--- src/hw/acr_pkg.sv ---
package acr_pkg;

  // ****************************************
  // Bus geometry
  // ****************************************
  localparam int ADDR_W = 3;
  localparam int DATA_W = 8;

  // ****************************************
  // Register offsets
  // ****************************************
  localparam logic [ADDR_W-1:0] OFF_CTRL = 3'h0;
  localparam logic [ADDR_W-1:0] OFF_MUX = 3'h2;
  localparam logic [ADDR_W-1:0] OFF_INTEN = 3'h6;
  localparam logic [ADDR_W-1:0] OFF_STATUS = 3'h7;

  // ****************************************
  // Field positions
  // ****************************************
  localparam int CTRL_ENABLE_BIT = 0;
  localparam int CTRL_HYS_LSB = 1;
  localparam int CTRL_LOWCUR_BIT = 3;
  localparam int CTRL_EDGE_LSB = 4;
  localparam int CTRL_PAD_BIT = 6;
  localparam int CTRL_RUNSTBY_BIT = 7;
  localparam int MUX_NEG_LSB = 0;
  localparam int MUX_INVERT_BIT = 7;
  localparam int INTEN_IRQ_BIT = 0;
  localparam int STAT_FLAG_BIT = 0;
  localparam int STAT_STATE_BIT = 4;

  // ****************************************
  // Reset values and writable masks
  // ****************************************
  localparam logic [DATA_W-1:0] CTRL_RST = 8'h00;
  localparam logic [DATA_W-1:0] MUX_RST = 8'h00;
  localparam logic [DATA_W-1:0] INTEN_RST = 8'h00;
  localparam logic [DATA_W-1:0] MUX_WMASK = 8'h83;
  localparam logic [DATA_W-1:0] INTEN_WMASK = 8'h01;

  // ****************************************
  // Encodings
  // ****************************************
  typedef enum logic [1:0] {
    ACR_EDGE_ANY = 2'h0,
    ACR_EDGE_RSVD = 2'h1,
    ACR_EDGE_FALL = 2'h2,
    ACR_EDGE_RISE = 2'h3
  } acr_edge_t;

  localparam logic [1:0] NEG_PIN0 = 2'h0;
  localparam logic [1:0] NEG_VREF = 2'h2;
  localparam logic [1:0] NEG_CONV = 2'h3;
  localparam logic [1:0] HYS_OFF = 2'h0;
  localparam logic POS_PIN0 = 1'b0;

  // ****************************************
  // Timing
  // ****************************************
  localparam int SYNC_STAGES = 2;
  localparam int STATE_LAG_CYCLES = 3;

endpackage

--- src/hw/acr_top.sv ---
`timescale 1ns/1ps

module acr_top
(
  input wire logic core_clk_in, // Peripheral clock, 25 MHz
  input wire logic arst_n_in, // Async reset, active low
  input wire logic [acr_pkg::ADDR_W-1:0] addr_in, // Register address
  input wire logic [acr_pkg::DATA_W-1:0] wr_data_in, // Write data
  input wire logic wr_en_in, // Write strobe
  input wire logic rd_en_in, // Read strobe
  output logic [acr_pkg::DATA_W-1:0] rd_data_out, // Read data, next cycle
  input wire logic cmp_raw_in, // Raw comparator result from core
  input wire logic sleep_standby_in, // Standby sleep active
  input wire logic sleep_powerdown_in, // Power-down sleep active
  output logic cmp_enable_out, // Comparator core on
  output logic low_current_out, // Reduced-current request
  output logic [1:0] hysteresis_level_out, // Hysteresis select
  output logic positive_select_out, // Positive input select
  output logic [1:0] negative_input_select_out, // Negative input select
  output logic pad_out, // Result to output pin
  output logic pad_oe_out, // Pin driven by comparator
  output logic event_out, // Result to event routing
  output logic irq_out // Interrupt request, level
);
  import acr_pkg::*;

  // ****************************************
  // Declarations
  // ****************************************
  logic [DATA_W-1:0] ctrl_r;
  logic [DATA_W-1:0] mux_r;
  logic [DATA_W-1:0] inten_r;
  logic [DATA_W-1:0] rd_data_r;
  logic [DATA_W-1:0] rd_data_nxt;
  logic [DATA_W-1:0] status_view;
  logic flag_r;
  logic flag_nxt;
  logic state_r;
  logic sync_level;
  logic cmp_result;
  logic analog_on;
  logic edge_pulse;
  logic flag_clr;
  logic wr_ctrl;
  logic wr_mux;
  logic wr_inten;
  logic wr_status;
  logic rd_status;
  logic enable_bit;
  logic runstby_bit;
  logic pad_bit;
  logic invert_bit;
  acr_edge_t edge_mode;

  // ****************************************
  // Field views
  // ****************************************
  assign enable_bit = ctrl_r[CTRL_ENABLE_BIT];
  assign runstby_bit = ctrl_r[CTRL_RUNSTBY_BIT];
  assign pad_bit = ctrl_r[CTRL_PAD_BIT];
  assign invert_bit = mux_r[MUX_INVERT_BIT];
  assign edge_mode = acr_edge_t'(ctrl_r[CTRL_EDGE_LSB +: 2]);

  // ****************************************
  // Address decode
  // ****************************************
  always_comb
  begin
    wr_ctrl = 1'b0;
    wr_mux = 1'b0;
    wr_inten = 1'b0;
    wr_status = 1'b0;
    if (addr_in == OFF_CTRL)
      wr_ctrl = wr_en_in;
    else if (addr_in == OFF_MUX)
      wr_mux = wr_en_in;
    else if (addr_in == OFF_INTEN)
      wr_inten = wr_en_in;
    else if (addr_in == OFF_STATUS)
      wr_status = wr_en_in;
  end

  assign rd_status = rd_en_in && (addr_in == OFF_STATUS);

  // ****************************************
  // Software registers
  // ****************************************
  // Control register, all bits writable
  // reset and enable store
  always_ff @(posedge core_clk_in or negedge arst_n_in)
  begin
    if (!arst_n_in)
      ctrl_r <= CTRL_RST;
    else if (wr_ctrl)
      ctrl_r <= wr_data_in;
  end

  // Input select register, unused bits stay zero
  always_ff @(posedge core_clk_in or negedge arst_n_in)
  begin
    if (!arst_n_in)
      mux_r <= MUX_RST;
    else if (wr_mux)
      mux_r <= wr_data_in & MUX_WMASK;
  end

  // Interrupt enable register, acts as the mask
  // enable bit store
  always_ff @(posedge core_clk_in or negedge arst_n_in)
  begin
    if (!arst_n_in)
      inten_r <= INTEN_RST;
    else if (wr_inten)
      inten_r <= wr_data_in & INTEN_WMASK;
  end

  // ****************************************
  // Comparator path
  // ****************************************
  // raw result, inverted when the invert bit of the input select register is set
  assign cmp_result = cmp_raw_in ^ invert_bit;

  // Core runs unless halted by sleep or disabled
  // enable drive
  // standby keeps core only with run bit
  assign analog_on = enable_bit && !sleep_powerdown_in
    && !(sleep_standby_in && !runstby_bit);

  assign cmp_enable_out = analog_on;

  // Analog settings straight from the control and input select fields; positive select fixed to POS_PIN0
  // low-current request
  assign low_current_out = ctrl_r[CTRL_LOWCUR_BIT];
  assign hysteresis_level_out = ctrl_r[CTRL_HYS_LSB +: 2];
  assign positive_select_out = POS_PIN0;
  assign negative_input_select_out = mux_r[MUX_NEG_LSB +: 2];

  // Pad and event follow the result without the clock, so they work in standby
  // pad drive gate
  assign pad_oe_out = pad_bit && analog_on;
  assign pad_out = pad_oe_out && cmp_result;
  assign event_out = analog_on && cmp_result;

  // ****************************************
  // Synchroniser and state bit
  // ****************************************
  acr_sync u_sync
  (
    .core_clk_in(core_clk_in),
    .arst_n_in(arst_n_in),
    .level_in(cmp_result),
    .level_out(sync_level)
  );

  // Third stage is the visible state; frozen while the clock is stopped
  // three-cycle lag
  always_ff @(posedge core_clk_in or negedge arst_n_in)
  begin
    if (!arst_n_in)
      state_r <= 1'b0;
    else if (!sleep_standby_in)
      state_r <= sync_level;
  end

  // ****************************************
  // Edge detection and interrupt flag
  // ****************************************
  // edges on synchronised level, armed by enable
  acr_edge u_edge
  (
    .core_clk_in(core_clk_in),
    .arst_n_in(arst_n_in),
    .level_in(state_r),
    .hold_in(sleep_standby_in),
    .arm_in(enable_bit),
    .mode_in(edge_mode),
    .pulse_out(edge_pulse)
  );

  // Clear by writing one, or by reading status
  // write-one clear
  assign flag_clr = (wr_status && wr_data_in[STAT_FLAG_BIT]) || rd_status;

  // Set wins over a clear in the same cycle
  always_comb
  begin
    flag_nxt = flag_r;
    if (flag_clr)
      flag_nxt = 1'b0;
    if (edge_pulse)
      flag_nxt = 1'b1;
  end

  always_ff @(posedge core_clk_in or negedge arst_n_in)
  begin
    if (!arst_n_in)
      flag_r <= 1'b0;
    else
      flag_r <= flag_nxt;
  end

  // Level request while flag and enable are set
  // request level
  assign irq_out = flag_r && inten_r[INTEN_IRQ_BIT];

  // ****************************************
  // Read path
  // ****************************************
  // Status layout, unused bits read zero
  always_comb
  begin
    status_view = '0;
    status_view[STAT_STATE_BIT] = state_r;
    status_view[STAT_FLAG_BIT] = flag_r;
  end

  // Read mux, unmapped addresses give zero
  always_comb
  begin
    rd_data_nxt = '0;
    if (addr_in == OFF_CTRL)
      rd_data_nxt = ctrl_r;
    else if (addr_in == OFF_MUX)
      rd_data_nxt = mux_r;
    else if (addr_in == OFF_INTEN)
      rd_data_nxt = inten_r;
    else if (addr_in == OFF_STATUS)
      rd_data_nxt = status_view;
  end

  // Data stands only in the cycle after the strobe
  always_ff @(posedge core_clk_in or negedge arst_n_in)
  begin
    if (!arst_n_in)
      rd_data_r <= '0;
    else if (rd_en_in)
      rd_data_r <= rd_data_nxt;
    else
      rd_data_r <= '0;
  end

  assign rd_data_out = rd_data_r;
endmodule // acr_top

--- src/hw/acr_sync.sv ---
`timescale 1ns/1ps

// ****************************************
// Level synchroniser, fixed depth
// ****************************************
module acr_sync
(
  input wire logic core_clk_in, // Peripheral clock
  input wire logic arst_n_in, // Async reset, active low
  input wire logic level_in, // Level to synchronise
  output logic level_out // Synchronised level
);
  import acr_pkg::*;

  logic [SYNC_STAGES-1:0] stage_r;

  // Shift chain, each stage read only by the next one
  genvar gi;
  generate
    for (gi = 0; gi < SYNC_STAGES; gi++)
    begin : g_stage
      always_ff @(posedge core_clk_in or negedge arst_n_in)
      begin
        if (!arst_n_in)
          stage_r[gi] <= 1'b0;
        else if (gi == 0)
          stage_r[gi] <= level_in;
        else
          stage_r[gi] <= stage_r[(gi == 0) ? 0 : gi-1];
      end
    end
  endgenerate

  assign level_out = stage_r[SYNC_STAGES-1];

endmodule // acr_sync

--- src/hw/acr_edge.sv ---
`timescale 1ns/1ps

// ****************************************
// Edge detector with selectable polarity
// ****************************************
module acr_edge
(
  input wire logic core_clk_in, // Peripheral clock
  input wire logic arst_n_in, // Async reset, active low
  input wire logic level_in, // Synchronised comparator level
  input wire logic hold_in, // Clock stopped, freeze history
  input wire logic arm_in, // Detection allowed
  input wire acr_pkg::acr_edge_t mode_in, // Edge selection
  output logic pulse_out // One-cycle edge pulse
);
  import acr_pkg::*;

  logic prev_r;
  logic rise;
  logic fall;

  // History of the level, frozen while the clock is stopped
  always_ff @(posedge core_clk_in or negedge arst_n_in)
  begin
    if (!arst_n_in)
      prev_r <= 1'b0;
    else if (!hold_in)
      prev_r <= level_in;
  end

  assign rise = level_in & ~prev_r;
  assign fall = ~level_in & prev_r;

  // Pick the edges that count; reserved mode never fires
  always_comb
  begin
    pulse_out = 1'b0;
    if (arm_in && !hold_in)
    begin
      case (mode_in)
        ACR_EDGE_ANY: pulse_out = rise | fall;
        ACR_EDGE_FALL: pulse_out = fall;
        ACR_EDGE_RISE: pulse_out = rise;
        default: pulse_out = 1'b0;
      endcase
    end
  end

endmodule // acr_edge

--- config.mk ---
export PLATFORM = sky130hd
export DESIGN_NAME = acr_top
export DESIGN_NICKNAME = d
export VERILOG_FILES = /design/src/hw/acr_pkg.sv /design/src/hw/acr_top.sv /design/src/hw/acr_sync.sv /design/src/hw/acr_edge.sv
export SDC_FILE = /design/constraint.sdc
export NUM_CORES = 1
export LEC_CHECK = 0
export ABC_AREA = 0
export BUFFER_PORTS_ARGS = -buffer_cell sky130_fd_sc_hd__buf_4
export CORE_MARGIN = 1.5
export CORE_UTILIZATION = 40
export DETAILED_ROUTE_END_ITERATION = 6
export PLACE_DENSITY_LB_ADDON = 0.12
export SETUP_SLACK_MARGIN = 0.5
export SKIP_LAST_GASP = 1
export SYNTH_ARGS = -nofsm -noshare
export SYNTH_HDL_FRONTEND = slang
export SYNTH_SLANG_ARGS = --single-unit
--- constraint.sdc ---
create_clock -name core_clk_in -period 1.3 [get_ports core_clk_in]
set_input_delay 0.13 -clock core_clk_in [delete_from_list [all_inputs] [get_ports core_clk_in]]
set_output_delay 0.13 -clock core_clk_in [all_outputs]
set_load 0.03 [all_outputs]
==> run summary <==
Post-synth top flop - dfrtp_1
Max Fanout on Critical Path - 4
Yosys top cell by area - dfrtp_1
Detailed Route WL - 2330 um
Root Driver - clkbuf_4
Commonest non-fill, non-tap cell in the layout - buf_6
Share of cells above drive strength 1 - 60.1%
DRT iter0 DRCs - 16
Post-synthesis adder-cell area fraction - 2.18%
GRT Util Overall - 15.7%
Worst hold path type - in -> reg
Fin. Hold Viols - 0
Seq/Total Area, Yosys - 54.6%
Critical Path End Type - primary output
Dpl ws - 0.0903 ns
Global-route wire length before repair - 3880 um
Synth area leaders - dfrtp_1 55%, mux2_2 14%, and2_1 3.8%
Status - finished, violations left
Ys Warns - 0
Fin Hold WS - 0.00810 ns
Nets - 159
Max Cap Viol - 0
Mapped Cells - 90
DR vias/cell - 4.91
Worst Path Arrival - 1.32 ns
Sum of buffers and inverters on the critical path - 1
Number of library cell types mapped by synthesis - 30
R2r endpoint - rd_data_out[0]
Failing checks - negative setup slack
Final Cycle Share - 111%
Antenna-violating nets left - 0
Gp weighted congestion - 0.707
Clock slew at reported path FFs - 0.13 ns
DR DRC count - 0
Final min period - 1.45 ns
Post-DP HPWL - 1530 um
Syn_area_per_cell - 12.7 um2
Synthesis-to-finish area growth - 55.2%
FFs w/ async S/R, synth - 100%
Largest net degree at the start of global routing - 26
Number of fill cells in the layout - 217
PortBufs - 35
Crit path cell chain - nor2b_2, nor3b_4, and3_4, buf_6
Peak supply drop - 1.06 mV
Synth Area in XOR/XNOR - 0.764%
TritonCTS Buffers - 3
Clock skew - 0.00195 ns
Clk sinks - 25
H-tree depth - 1
Critical path's top delay family - simple AND/OR/NAND/NOR gates
HP Start - cmp_raw_in
R2r worst-path depth - 3
CP peak stage delay - 0.39 ns
Startpoint types - flip-flop
Initial antenna violation count - 0
Fmax - 690 MHz
Layout Utilization - 65.1%
Initial Util - 41.9%
Clk_lat worst skew - 0.31 ns
Largest family of logic cells by synthesized area - simple AND/OR/NAND/NOR gates
Synthesis-stage register bit count - 25
Worst reg2reg setup slack - 0.09 ns
Reg-to-Reg Start - ctrl_r[0]
Post-synthesis mux area share - 15.5%
RSZ-0062 raised after global routing - true
Initial DRT Pass Iterations - 4
Slew Limit Fails - 0
Chip height - 56.5 um
Hold path cells - 2
CTS tree - yes
Die width - 56.5 um
Crit path kind - reg -> out
Crit-path slowest cell - dfrtp_1
Lkg Pwr - 0.000851 uW
Vias - 830
Worst hold endpoint - u_sync.stage_r[0]
Critical path required time - 1.17 ns
Syn nets - 110
Cell Area, Synth - 0.00115 mm2
# rows - 19
Synth top area share - 54.6%
Post-synth EDFFs - 0
Clk buf depth - 2
Simple-gate share of the synthesized area - 15.5%
WL/cell - 13.8 um
Setup ws final - -0.149 ns
Most frequent cells in the layout - 27 x buf_6, 25 x dfrtp_1, 21 x buf_4
Vias in the first global route - 814
Pwr/cell area - 1290 mW/mm2
Core Area - 0.00273 mm2
Post-synthesis compound-gate area fraction - 5.02%
I/O pins - 37
Antenna diode count - 0
Setup violators final - 4
DIE AREA - 0.00320 mm2
# hold bufs at CTS - 1
GRT overflow - 0
stage by stage:
stage	cells	power, uW	setup TNS [ns]	instance area [um2]
floorplan	90	1480	0	1220
global placement	150	1650	0	1470
detailed placement	150	1670	0	1470
CTS	167	2260	-0.588	1730
global route	169	2450	-0.977	1780
finish	169	2300	-0.479	1780
registers in the layout, summed over array words and instances, names as in the netlist:
register and count:
ctrl_r 8, flag_r 1, inten_r 1, mux_r 3, rd_data_out 8, state_r 1
u_edge.prev_r 1, u_sync.level_out 1, u_sync.stage_r 1
cells by family (layout without fill, tap and decap cells):
group / after synthesis / in the layout
xor gates and xnor gates: 1 / 1
muxes: 16 / 16
AOI/OAI and AO/OA: 9 / 9
buffers and inverters: 11 / 59
adders and majority gates: 2 / 2
and+or+nand+nor: 25 / 25
other: 1 / 1
DFF: 25 / 25
synthesized netlist by cell type, types with 2 or more instances:
master    instances
mux2_2           14
nand2b_1          2
a21boi_0          2
inv_1             3
dfrtp_1          25
o22ai_1           2
nor2_1            4
mux2i_1           2
and2_1            7
o21ai_0           3
ha_1              2
buf_2             2
buf_4             5
repair_timing:
action / 4_1_cts / 5_1_grt
endpoints found under the setup margin: 34 / 40
pin swaps: 6 / 4
gates resized for setup: 32 / 7
hold endpoints to repair: 26 / 1
buffers inserted: 12 / 2
per-layer routing:
layer | track usage (%) | vias up | part of all wire, %
met5 | 0 | - | 0
met4 | 4.08 | 0 | 0.82
met3 | 2.76 | 2 | 3.3
met2 | 27.2 | 21 | 53
met1 | 20.2 | 406 | 43
li1 | - | 401 | -
how the worst max path moves through the flow:
stage                      to  depth (start not counted)  startpoint
finish                pad_out                          4   ctrl_r[7]
global route          pad_out                          4   ctrl_r[7]
CTS                   pad_out                          4   ctrl_r[7]
detailed placement  ctrl_r[5]                          4  addr_in[0]
global placement    ctrl_r[6]                          4  addr_in[0]
floorplan           event_out                          3   ctrl_r[7]
report_power, final:
group | internal (uW) | total (uW) | switching [uW]
combinational | 549 | 929 | 381
sequential | 918 | 1030 | 116
clock | 120 | 339 | 219
cell type report:
type | instances | area [um2] | area share (%)
clock buffers | 4 | 26.3 | 1.48
well taps | 31 | 38.8 | 2.18
inverters | 3 | 11.3 | 0.633
multi-input cells | 54 | 546 | 30.7
flip-flops and latches | 25 | 626 | 35.2
repair buffers | 52 | 532 | 29.9
Note: power is estimated with default switching activity, not from simulation.
